--- config.mk ---
export PLATFORM = sky130hd
export DESIGN_NAME = uts_core
export DESIGN_NICKNAME = d
export VERILOG_FILES = /design/src/include/uts_pkg.sv /design/src/rtl/uts_fifo.sv /design/src/rtl/uts_core.sv
export SDC_FILE = /design/constraint.sdc
export NUM_CORES = 1
export LEC_CHECK = 0
export BUFFER_PORTS_ARGS = -buffer_cell sky130_fd_sc_hd__buf_2
export CORE_ASPECT_RATIO = 1.4
export CORE_UTILIZATION = 60
export DETAILED_ROUTE_END_ITERATION = 7
export GPL_TIMING_DRIVEN = 0
export PLACE_DENSITY = 0.8
export RECOVER_POWER = 50
export SYNTH_ARGS = -nofsm -noshare
export SYNTH_HDL_FRONTEND = slang
export SYNTH_SLANG_ARGS = --single-unit
--- constraint.sdc ---
create_clock -name sys_clk -period 2.9 [get_ports sys_clk]
set_clock_uncertainty 0.1 [all_clocks]
set_input_delay 0.145 -clock sys_clk [delete_from_list [all_inputs] [get_ports sys_clk]]
set_output_delay 0.145 -clock sys_clk [all_outputs]
set_load 0.02 [all_outputs]
--- src/include/uts_pkg.sv ---
package uts_pkg;
  localparam int DATA_W = 8;
  localparam int FIFO_DEPTH = 8;
  localparam int FLAG_N = 4;
  // Flag vector positions
  localparam int FLG_RXFULL = 0;
  localparam int FLG_PERR = 1;
  localparam int FLG_FERR = 2;
  localparam int FLG_OVR = 3;
  // Bit-clock counts at which the receiver samples
  localparam logic [4:0] RT_SAMPLE_FIRST = 5'h08;
  localparam logic [4:0] RT_SAMPLE_MID = 5'h07;
  localparam logic [4:0] RT_SAMPLE_LAST = 5'h06;
  localparam logic [4:0] RT_LEN_15 = 5'h0f;
  localparam logic [4:0] RT_LEN_16 = 5'h10;
  localparam logic [4:0] RT_LEN_17 = 5'h11;
  localparam logic [2:0] BCS_16 = 3'h0;
  localparam logic [2:0] BCS_16_17 = 3'h1;
  localparam logic [2:0] BCS_15 = 3'h2;
  localparam logic [2:0] BCS_15_16 = 3'h3;
  localparam logic [2:0] BCS_17 = 3'h4;
  localparam logic [2:0] LAST_DATA_BIT = 3'h7;
  localparam logic [7:0] BUF_RESET = 8'h00;
  localparam logic [FLAG_N-1:0] FLAGS_RESET = 4'h0;

  typedef struct packed {
    logic tx_enable;
    logic receive_enable_bit;
    logic parity_enable;
    logic parity_odd;
    logic stop_bit_count_sel;
    logic infrared_mode_sel;
    logic baud_clock_source_sel;
    logic [2:0] per_bit_clock_count_sel;
    logic [7:0] baud_divisor_reg;
  } uts_cfg_t;

  typedef struct packed {
    logic low_power_stop_mode;
    logic low_power_idle_mode;
    logic low_power_sleep_mode;
  } uts_pwr_t;

  typedef struct packed {
    logic tx_busy;
    logic tx_buffer_full_flag;
    logic overrun_flag;
    logic framing_err;
    logic parity_err;
    logic rx_buffer_full_flag;
  } uts_status_t;

  typedef enum logic [4:0] {
    PH_IDLE = 5'b00001,
    PH_START = 5'b00010,
    PH_DATA = 5'b00100,
    PH_PARITY = 5'b01000,
    PH_STOP = 5'b10000
  } uts_phase_t;
endpackage

--- src/rtl/uts_fifo.sv ---
`timescale 1ns/100ps
module uts_fifo #(
  parameter int W = 8,
  parameter int DEPTH = 8
) (
  input wire logic sys_clk, // System clock
  input wire logic resetn, // Async reset, active low
  input wire logic in_valid, // Fill side offers a word
  output logic in_ready, // Room for a word
  input wire logic [W-1:0] in_data, // Word to store
  output logic out_valid, // A word is waiting
  input wire logic out_ready, // Drain side takes the word
  output logic [W-1:0] out_data // Oldest word
);
  localparam int AW = $clog2(DEPTH);
  logic [W-1:0] mem [DEPTH];
  logic [AW-1:0] wr_ptr;
  logic [AW-1:0] rd_ptr;
  logic [AW:0] count;
  logic push;
  logic pop;

  assign in_ready = count != (AW+1)'(DEPTH);
  assign out_valid = count != '0;
  assign out_data = mem[rd_ptr];
  assign push = in_valid && in_ready;
  assign pop = out_valid && out_ready;

  always_ff @(posedge sys_clk) begin
    if (push) begin
      mem[wr_ptr] <= in_data;
    end
  end

  always_ff @(posedge sys_clk or negedge resetn) begin
    if (!resetn) begin
      wr_ptr <= '0;
      rd_ptr <= '0;
      count <= '0;
    end else begin
      if (push) begin
        wr_ptr <= (wr_ptr == AW'(DEPTH - 1)) ? '0 : wr_ptr + 1'b1;
      end
      if (pop) begin
        rd_ptr <= (rd_ptr == AW'(DEPTH - 1)) ? '0 : rd_ptr + 1'b1;
      end
      if (push && !pop) begin
        count <= count + 1'b1;
      end else if (pop && !push) begin
        count <= count - 1'b1;
      end
    end
  end
endmodule

--- src/rtl/uts_core.sv ---
`timescale 1ns/100ps
// Functional notes
// Software enables transmit, checks full flag first.
// Buffer write sets full flag, then shifts out.
// Frame: start, data, optional parity, stop bits.
// Bit rate from source, bit-clock count, divisor.
// Transmit start clears full flag, pulses interrupt.
// Rewrite before transfer replaces older byte.
// Output static when disabled, unwritten, low power.
// Stop received: load data, set full, interrupt.
// Unread buffer: set overrun, interrupt, keep old.
// Overrun already set: discard silently, no interrupt.
// Discarded frames never set parity or framing.
// Parity mismatch sets parity flag, interrupt.
// Zero stop bit sets framing flag, interrupt.
// Status read then buffer read clears flag.
// Flag set after status read survives buffer read.
// Buffer read clearing parity error: data undefined.
// Receive full flag clears by same sequence.
// Bit decided by majority at counts 8,7,6.
// Each interrupt is one system-clock pulse.
// Per-flag armed bit gates the clearing read.
module uts_core (
  input wire logic sys_clk, // System clock, 10 MHz
  input wire logic resetn, // Async reset, active low
  input wire uts_pkg::uts_cfg_t cfg, // Control settings
  input wire uts_pkg::uts_pwr_t pwr, // Low-power mode levels
  input wire logic baud_ext_tick, // Alternate base clock enable
  input wire logic tx_write, // Write strobe of transmit_buffer
  input wire logic [7:0] tx_wdata, // Byte for transmit_buffer
  input wire logic tx_in_valid, // Stream byte offered
  output logic tx_in_ready, // Stream queue has room
  input wire logic [7:0] tx_in_data, // Stream byte
  input wire logic status_read, // Read strobe of serial_status_reg
  output uts_pkg::uts_status_t status_data, // Status captured on read
  output uts_pkg::uts_status_t status_live, // Current flags
  input wire logic rx_read, // Read strobe of receive_buffer
  output logic [7:0] receive_buffer, // Received byte
  input wire logic serial_in_pin, // Serial input pin
  output logic serial_out_pin, // Serial output pin
  output logic transmit_irq, // Transmit interrupt pulse
  output logic receive_irq // Receive interrupt pulse
);
  import uts_pkg::*;

  function automatic logic [4:0] bit_len(input logic [2:0] sel, input logic alt);
    logic [4:0] len;
    len = RT_LEN_16;
    case (sel)
      BCS_16: len = RT_LEN_16;
      BCS_16_17: len = alt ? RT_LEN_17 : RT_LEN_16;
      BCS_15: len = RT_LEN_15;
      BCS_15_16: len = alt ? RT_LEN_16 : RT_LEN_15;
      BCS_17: len = RT_LEN_17;
      default: len = RT_LEN_16;
    endcase
    return len - 5'h01;
  endfunction

  // Bit-clock enable
  logic [7:0] div_cnt;
  logic rt_tick;
  logic src_tick;
  assign src_tick = cfg.baud_clock_source_sel ? baud_ext_tick : 1'b1;
  assign rt_tick = src_tick && (div_cnt == 8'h00);

  always_ff @(posedge sys_clk or negedge resetn) begin
    if (!resetn) begin
      div_cnt <= 8'h00;
    end else if (src_tick) begin
      div_cnt <= (div_cnt == 8'h00) ? cfg.baud_divisor_reg : div_cnt - 8'h01;
    end
  end

  // Transmit buffer and stream queue
  logic tx_full;
  logic [7:0] tx_hold;
  logic q_valid;
  logic q_ready;
  logic [7:0] q_data;
  logic tx_start;
  logic low_power;
  logic tx_written;
  assign low_power = pwr.low_power_stop_mode | pwr.low_power_idle_mode
                     | pwr.low_power_sleep_mode;
  assign q_ready = !tx_full && !tx_write;

  uts_fifo #(.W(DATA_W), .DEPTH(FIFO_DEPTH)) uts_fifo_i (
    .sys_clk(sys_clk),
    .resetn(resetn),
    .in_valid(tx_in_valid),
    .in_ready(tx_in_ready),
    .in_data(tx_in_data),
    .out_valid(q_valid),
    .out_ready(q_ready),
    .out_data(q_data)
  );

  always_ff @(posedge sys_clk or negedge resetn) begin
    if (!resetn) begin
      tx_full <= 1'b0;
      tx_hold <= BUF_RESET;
    end else if (tx_write) begin
      tx_full <= 1'b1;
      tx_hold <= tx_wdata;
    end else if (q_valid && q_ready) begin
      tx_full <= 1'b1;
      tx_hold <= q_data;
    end else if (tx_start) begin
      tx_full <= 1'b0;
    end
  end

  always_ff @(posedge sys_clk or negedge resetn) begin
    if (!resetn) begin
      tx_written <= 1'b0;
    end else if (!cfg.tx_enable) begin
      tx_written <= 1'b0;
    end else if (tx_full) begin
      tx_written <= 1'b1;
    end
  end

  // Transmit shifter
  uts_phase_t tx_ph;
  logic [4:0] tx_cnt;
  logic tx_alt;
  logic [2:0] tx_idx;
  logic [7:0] tx_shift;
  logic tx_par;
  logic tx_stop2;
  logic tx_bit;
  assign tx_start = rt_tick && (tx_ph == PH_IDLE) && tx_full && cfg.tx_enable && !low_power;

  always_ff @(posedge sys_clk or negedge resetn) begin
    if (!resetn) begin
      tx_ph <= PH_IDLE;
      tx_cnt <= 5'h00;
      tx_alt <= 1'b0;
      tx_idx <= 3'h0;
      tx_shift <= BUF_RESET;
      tx_par <= 1'b0;
      tx_stop2 <= 1'b0;
    end else if (!cfg.tx_enable || low_power) begin
      tx_ph <= PH_IDLE;
    end else if (tx_start) begin
      tx_ph <= PH_START;
      tx_shift <= tx_hold;
      tx_par <= (^tx_hold) ^ cfg.parity_odd;
      tx_cnt <= bit_len(cfg.per_bit_clock_count_sel, 1'b0);
      tx_alt <= 1'b1;
      tx_idx <= 3'h0;
      tx_stop2 <= 1'b0;
    end else if (rt_tick && tx_ph != PH_IDLE) begin
      if (tx_cnt != 5'h00) begin
        tx_cnt <= tx_cnt - 5'h01;
      end else begin
        tx_cnt <= bit_len(cfg.per_bit_clock_count_sel, tx_alt);
        tx_alt <= !tx_alt;
        case (tx_ph)
          PH_START: begin
            tx_ph <= PH_DATA;
          end
          PH_DATA: begin
            tx_shift <= {1'b0, tx_shift[7:1]};
            tx_idx <= tx_idx + 3'h1;
            if (tx_idx == LAST_DATA_BIT) begin
              tx_ph <= cfg.parity_enable ? PH_PARITY : PH_STOP;
            end
          end
          PH_PARITY: begin
            tx_ph <= PH_STOP;
          end
          PH_STOP: begin
            if (cfg.stop_bit_count_sel && !tx_stop2) begin
              tx_stop2 <= 1'b1;
            end else begin
              tx_ph <= PH_IDLE;
            end
          end
          default: begin
            tx_ph <= PH_IDLE;
          end
        endcase
      end
    end
  end

  always_comb begin
    case (tx_ph)
      PH_START: tx_bit = 1'b0;
      PH_DATA: tx_bit = tx_shift[0];
      PH_PARITY: tx_bit = tx_par;
      default: tx_bit = 1'b1;
    endcase
  end

  always_ff @(posedge sys_clk or negedge resetn) begin
    if (!resetn) begin
      serial_out_pin <= 1'b1;
    end else if (!cfg.tx_enable || !tx_written || low_power) begin
      serial_out_pin <= !cfg.infrared_mode_sel;
    end else begin
      serial_out_pin <= cfg.infrared_mode_sel ? !tx_bit : tx_bit;
    end
  end

  // Receive input synchroniser
  logic rx_s1;
  logic rx_s2;
  logic rx_prev;
  always_ff @(posedge sys_clk or negedge resetn) begin
    if (!resetn) begin
      rx_s1 <= 1'b1;
      rx_s2 <= 1'b1;
      rx_prev <= 1'b1;
    end else begin
      rx_s1 <= serial_in_pin;
      rx_s2 <= rx_s1;
      rx_prev <= rx_s2;
    end
  end

  // Receive shifter
  uts_phase_t rx_ph;
  logic [4:0] rx_cnt;
  logic rx_alt;
  logic [2:0] rx_idx;
  logic [7:0] rx_shift;
  logic [1:0] votes;
  logic rx_bit;
  logic rx_dec;
  logic rx_par_bad;
  logic rx_stop_bad;
  logic rx_stop2;
  logic rx_done;
  assign rx_bit = (votes[1] & votes[0]) | (votes[1] & rx_s2) | (votes[0] & rx_s2);
  assign rx_dec = rt_tick && (rx_ph != PH_IDLE) && (rx_cnt == RT_SAMPLE_LAST);

  always_ff @(posedge sys_clk or negedge resetn) begin
    if (!resetn) begin
      votes <= 2'b00;
    end else if (rt_tick && rx_cnt == RT_SAMPLE_FIRST) begin
      votes[1] <= rx_s2;
    end else if (rt_tick && rx_cnt == RT_SAMPLE_MID) begin
      votes[0] <= rx_s2;
    end
  end

  always_ff @(posedge sys_clk or negedge resetn) begin
    if (!resetn) begin
      rx_ph <= PH_IDLE;
      rx_cnt <= 5'h00;
      rx_alt <= 1'b0;
      rx_idx <= 3'h0;
      rx_shift <= BUF_RESET;
      rx_par_bad <= 1'b0;
      rx_stop_bad <= 1'b0;
      rx_stop2 <= 1'b0;
      rx_done <= 1'b0;
    end else begin
      rx_done <= 1'b0;
      if (!cfg.receive_enable_bit) begin
        rx_ph <= PH_IDLE;
      end else if (rx_ph == PH_IDLE) begin
        if (rx_prev && !rx_s2) begin
          rx_ph <= PH_START;
          rx_cnt <= bit_len(cfg.per_bit_clock_count_sel, 1'b0);
          rx_alt <= 1'b1;
          rx_idx <= 3'h0;
          rx_stop_bad <= 1'b0;
          rx_stop2 <= 1'b0;
        end
      end else if (rx_dec && rx_ph == PH_START && rx_bit) begin
        rx_ph <= PH_IDLE;
      end else if (rx_dec && rx_ph == PH_STOP) begin
        if (cfg.stop_bit_count_sel && !rx_stop2) begin
          rx_stop2 <= 1'b1;
          rx_stop_bad <= !rx_bit;
          rx_cnt <= rx_cnt - 5'h01;
        end else begin
          rx_stop_bad <= rx_stop_bad | !rx_bit;
          rx_done <= 1'b1;
          rx_ph <= PH_IDLE;
        end
      end else if (rt_tick) begin
        if (rx_dec && rx_ph == PH_DATA) begin
          rx_shift <= {rx_bit, rx_shift[7:1]};
        end
        if (rx_dec && rx_ph == PH_PARITY) begin
          rx_par_bad <= (^rx_shift) ^ cfg.parity_odd ^ rx_bit;
        end
        if (rx_cnt != 5'h00) begin
          rx_cnt <= rx_cnt - 5'h01;
        end else begin
          rx_cnt <= bit_len(cfg.per_bit_clock_count_sel, rx_alt);
          rx_alt <= !rx_alt;
          case (rx_ph)
            PH_START: begin
              rx_ph <= PH_DATA;
              rx_par_bad <= 1'b0;
            end
            PH_DATA: begin
              rx_idx <= rx_idx + 3'h1;
              if (rx_idx == LAST_DATA_BIT) begin
                rx_ph <= cfg.parity_enable ? PH_PARITY : PH_STOP;
              end
            end
            PH_PARITY: begin
              rx_ph <= PH_STOP;
            end
            PH_STOP: begin
              rx_ph <= PH_STOP;
            end
            default: begin
              rx_ph <= PH_IDLE;
            end
          endcase
        end
      end
    end
  end

  // Receive buffer and sticky flags
  logic [FLAG_N-1:0] flags;
  logic [FLAG_N-1:0] armed;
  logic [FLAG_N-1:0] flag_set;
  logic rx_load;
  logic rx_ovr;
  logic stop_now_bad;
  assign stop_now_bad = rx_stop_bad;
  assign rx_load = rx_done && !flags[FLG_RXFULL] && !flags[FLG_OVR];
  assign rx_ovr = rx_done && flags[FLG_RXFULL] && !flags[FLG_OVR];
  always_comb begin
    flag_set = '0;
    flag_set[FLG_RXFULL] = rx_load;
    flag_set[FLG_PERR] = rx_load && cfg.parity_enable && rx_par_bad;
    flag_set[FLG_FERR] = rx_load && stop_now_bad;
    flag_set[FLG_OVR] = rx_ovr;
  end

  always_ff @(posedge sys_clk or negedge resetn) begin
    if (!resetn) begin
      receive_buffer <= BUF_RESET;
    end else if (rx_load) begin
      receive_buffer <= rx_shift;
    end
  end

  for (genvar i = 0; i < FLAG_N; i++) begin : g_flag
    always_ff @(posedge sys_clk or negedge resetn) begin
      if (!resetn) begin
        flags[i] <= 1'b0;
      end else if (flag_set[i]) begin
        flags[i] <= 1'b1;
      end else if (rx_read && armed[i]) begin
        flags[i] <= 1'b0;
      end
    end
    always_ff @(posedge sys_clk or negedge resetn) begin
      if (!resetn) begin
        armed[i] <= 1'b0;
      end else if (status_read) begin
        armed[i] <= flags[i];
      end else if (rx_read) begin
        armed[i] <= 1'b0;
      end
    end
  end

  always_comb begin
    status_live.tx_busy = (tx_ph != PH_IDLE) || tx_full;
    status_live.tx_buffer_full_flag = tx_full;
    status_live.overrun_flag = flags[FLG_OVR];
    status_live.framing_err = flags[FLG_FERR];
    status_live.parity_err = flags[FLG_PERR];
    status_live.rx_buffer_full_flag = flags[FLG_RXFULL];
  end

  always_ff @(posedge sys_clk or negedge resetn) begin
    if (!resetn) begin
      status_data <= '0;
    end else if (status_read) begin
      status_data <= status_live;
    end
  end

  // Interrupt pulses
  always_ff @(posedge sys_clk or negedge resetn) begin
    if (!resetn) begin
      transmit_irq <= 1'b0;
      receive_irq <= 1'b0;
    end else begin
      transmit_irq <= tx_start;
      receive_irq <= rx_load || rx_ovr;
    end
  end
endmodule

==> summary.md <==
| Metric | Value |
|---|---|
| Status | finished, final reports clean |
| Routability-driven placement congestion ratio | 0.899 |
| Synth Flop Type | dfrtp_1 |
| Top-area cell type share of the netlist area | 0.314 |
| Die Span Y | 140 µm |
| Seq/Total Area, Yosys | 0.569 |
| Pwr Density | 718 mW/mm² |
| Final setup fails | 0 |
| Post-Syn Nets | 727 |
| Clk_lat worst skew | 440 ps |
| Area leader, netlist | dfrtp_1 |
| Ys async rst share | 0.628 |
| Global route overflow | 0 |
| CP arrival | 2940 ps |
| Post-synth EDFFs | 64 |
| Max Transition Viols Final | 0 |
| Max Cap Viol | 0 |
| Initial antenna violation count | 0 |
| Post-route ant nets | 0 |
| Fin crit period | 2710 ps |
| Post-Syn Instances | 662 |
| Psw | 2.20 mW |
| I/O pin total | 69 |
| Ys Warns | 0 |
| IO buf count | 66 |
| DR vias | 5877 |
| Max Clk Rate | 369 MHz |
| Clock network power share | 0.330 |
| CTS tree | built |
| Internal power consumption | 4.71 mW |
| Crit-path slowest cell | nor4bb_1 |
| Worst vdd ir | 0.000715 V |
| Inserted Clock Buffers | 17 |
| Worst R2R Path Depth | 7 |
| Area contributors post-synth | dfrtp_1 31%, edfxtp_1 24%, mux4_2 4.4% |
| CTS clock-pin slew for the worst setup and hold paths | 70 ps |
| Unrepaired setup endpoints after global routing | no |
| Layout Nets | 844 |
| Routed len/inst | 18.5 µm |
| Detailed Route Iter0 Violations | 344 |
| Type of origin of the critical path | register |
| Vias per inst | 6.03 |
| Synth-to-layout area growth | 18.3% |
| H-Tree Depth | 4 |
| CP cell instances | inv_1 > ha_1 > nor4bb_1 > nand4b_1 > a21oi_1 > nand3_1 > o31ai_1 |
| Final WL | 18.0 mm |
| Sw Ratio | 0.319 |
| Placed Area | 0.00874 mm² |
| Worst path max stage delay | 730 ps |
| Buffer count from post-CTS setup fixing | 0 |
| Layout fillers | 880 |
| Worst Setup Path Type | register to register |
| Initial core utilization | 0.611 |
| Diode count | 0 |
| Final Cell Area | 0.00963 mm² |
| Post-Syn Area | 0.00814 mm² |
| Fin crit share | 0.935 |
| Largest net degree at the start of global routing | 59 |
| DIE AREA | 0.0140 mm² |
| Global Route Usage Sum | 0.272 |
| Logic pwr share | 0.207 |
| CP required | 3130 ps |
| Rows | 50 |
| Fin. Hold Viols | 0 |
| CTS Buffer Depth | 2 |
| Post-synth cell types | 73 |
| Setup crit end kind | register |
| Tightest Hold Check Type | input port to register |
| Clock Sinks | 172 |
| Pleak | 3.96 nW |
| Drt drc | 0 |
| Worst Tran Pin Value | 1290 ps |
| Syn_area_per_cell | 12.3 µm² |
| Hold Slack | 25.2 ps |
| Core box area | 0.0133 mm² |
| Root buffer cell | clkbuf_16 |
| Detailed placement HPWL | 12.2 mm |
| Crit-path max FO | 5 |
| Min-Delay Path Depth | 4 |
| Worst slew margin | 0.134 |
| Drt first pass iters | 5 |
| Vias in the first global route | 5894 |
| Sequential share of power | 0.463 |
| Layout cells sized above 1 | 0.202 |
| Die Wd | 100 µm |
| First-pass GRT wire length | 28.8 mm |
| Yosys reg bits | 172 |
-- cells by family (layout without fill, tap and decap cells) --
| family | after synthesis | in the layout | synth area share |
|---|---|---|---|
| simple gates | 201 | 201 | 0.132 |
| flops | 172 | 172 | 0.569 |
| buf+inv | 42 | 172 | 0.0224 |
| xor+xnor | 25 | 25 | 0.0269 |
| compound gates | 142 | 142 | 0.115 |
| fa+ha+maj | 21 | 21 | 0.0329 |
| mux | 59 | 59 | 0.102 |
-- sequential cells by signal, indices dropped and copies added (netlist names), 5 cells and up --
name            cells
tx_hold             8
div_cnt             8
uts_fifo_i.mem     64
rx_ph               5
tx_shift            8
receive_buffer      8
status_data         6
rx_shift            8
tx_ph               5
tx_cnt              5
rx_cnt              5
-- synth_stat cells, drive strengths merged, types with 7 or more instances --
library cell and n:
o21ai 36, buf 13, nand2 52, o22a 9, clkbuf 17, nor3 16
inv 11, a22o 7, nand3 15, nor2 50, mux2 30, o21a 9
nor2b 7, nor4 8, a21o 8, mux2i 13, edfxtp 64, nor4b 8
o31ai 7, mux4 16, nand2b 13, a21oi 34, ha 19, xnor2 20
dfrtp 102
-- critical path: cells and delay by family (launching register included) --
kind,cells,cell delay (ps)
buf+inv,1,150
flops,1,440
fa+ha+maj,1,180
simple gates,3,1100
compound gates,2,630
-- worst paths after layout --
check / from / endpoint / slack, ps
max: rx_cnt[0] / rx_ph[4] / 190
min: cfg[13] / rx_stop2 / 30
max reg2reg: rx_cnt[0] / rx_ph[4] / 190
min reg2reg: rx_s1 / rx_s2 / 260
max in group asynchronous: resetn / transmit_irq / 780
min in group asynchronous: resetn / rx_idx[0] / 420
-- layout make-up --
class / instances / area [µm²] / share of cell area
well taps: 182 / 228 / 0.0237
clock buffers: 17 / 425 / 0.0442
flip-flops and latches: 172 / 4630 / 0.481
clock inverters: 15 / 186 / 0.0194
multi-input cells: 448 / 3350 / 0.348
repair buffers: 99 / 628 / 0.0652
plain buffers: 29 / 135 / 0.0140
inverters: 12 / 45.0 / 0.00468
-- metal layers --
layer,track usage,up-vias,part of all wire
li1,-,2699,-
met1,0.287,2883,0.35
met2,0.503,238,0.56
met3,0.0502,57,0.054
met4,0.140,0,0.034
met5,0,-,0
-- metrics by stage --
| step | std cells | utilization | setup TNS (ps) | setup WS, ps | total power, mW |
|---|---|---|---|---|---|
| final | 974 | 0.723 | 0 | 189 | 6.92 |
| after global placement | 910 | 0.653 | 0 | 48.9 | 4.47 |
| after CTS | 974 | 0.725 | 0 | 123 | 6.94 |
| after floorplan | 662 | - | 0 | 370 | 4.16 |
| after detailed placement | 912 | 0.656 | -3.73 | -3.73 | 4.60 |
| after global routing | 974 | 0.723 | 0 | 35.7 | 7.24 |
-- layout by cell type, fill, tap and decap left out, types with 7 or more instances in the layout --
master / n
a21o_1: 8
a21oi_1: 34
a22o_1: 7
buf_2: 48
clkbuf_1: 38
clkbuf_16: 17
dfrtp_1: 102
dlygate4sd3_1: 31
edfxtp_1: 64
ha_1: 19
inv_1: 11
mux2_2: 30
mux2i_1: 13
mux4_2: 16
nand2_1: 51
nand2b_1: 13
nand3_1: 14
nor2_1: 49
nor2b_1: 7
nor3_1: 13
nor4_1: 7
o21a_1: 9
o21ai_0: 36
o22a_1: 9
o31ai_1: 7
xnor2_1: 20
-- power by group through the flow --
stage,registers [mW],clock network (mW),logic [mW]
CTS,3.18,2.32,1.44
global route,3.24,2.41,1.59
detailed placement,3.23,0,1.37
global placement,3.19,0,1.28
floorplan,3.18,0,0.984
finish,3.20,2.28,1.43
-- timing repair --
item	4_1_cts	5_1_grt
hold buffers	31	0
gates resized for setup	0	4
hold endpoints to repair	136	0
endpoints found under the setup margin	1	3
No activity file was read; power rests on OpenSTA's default activity.
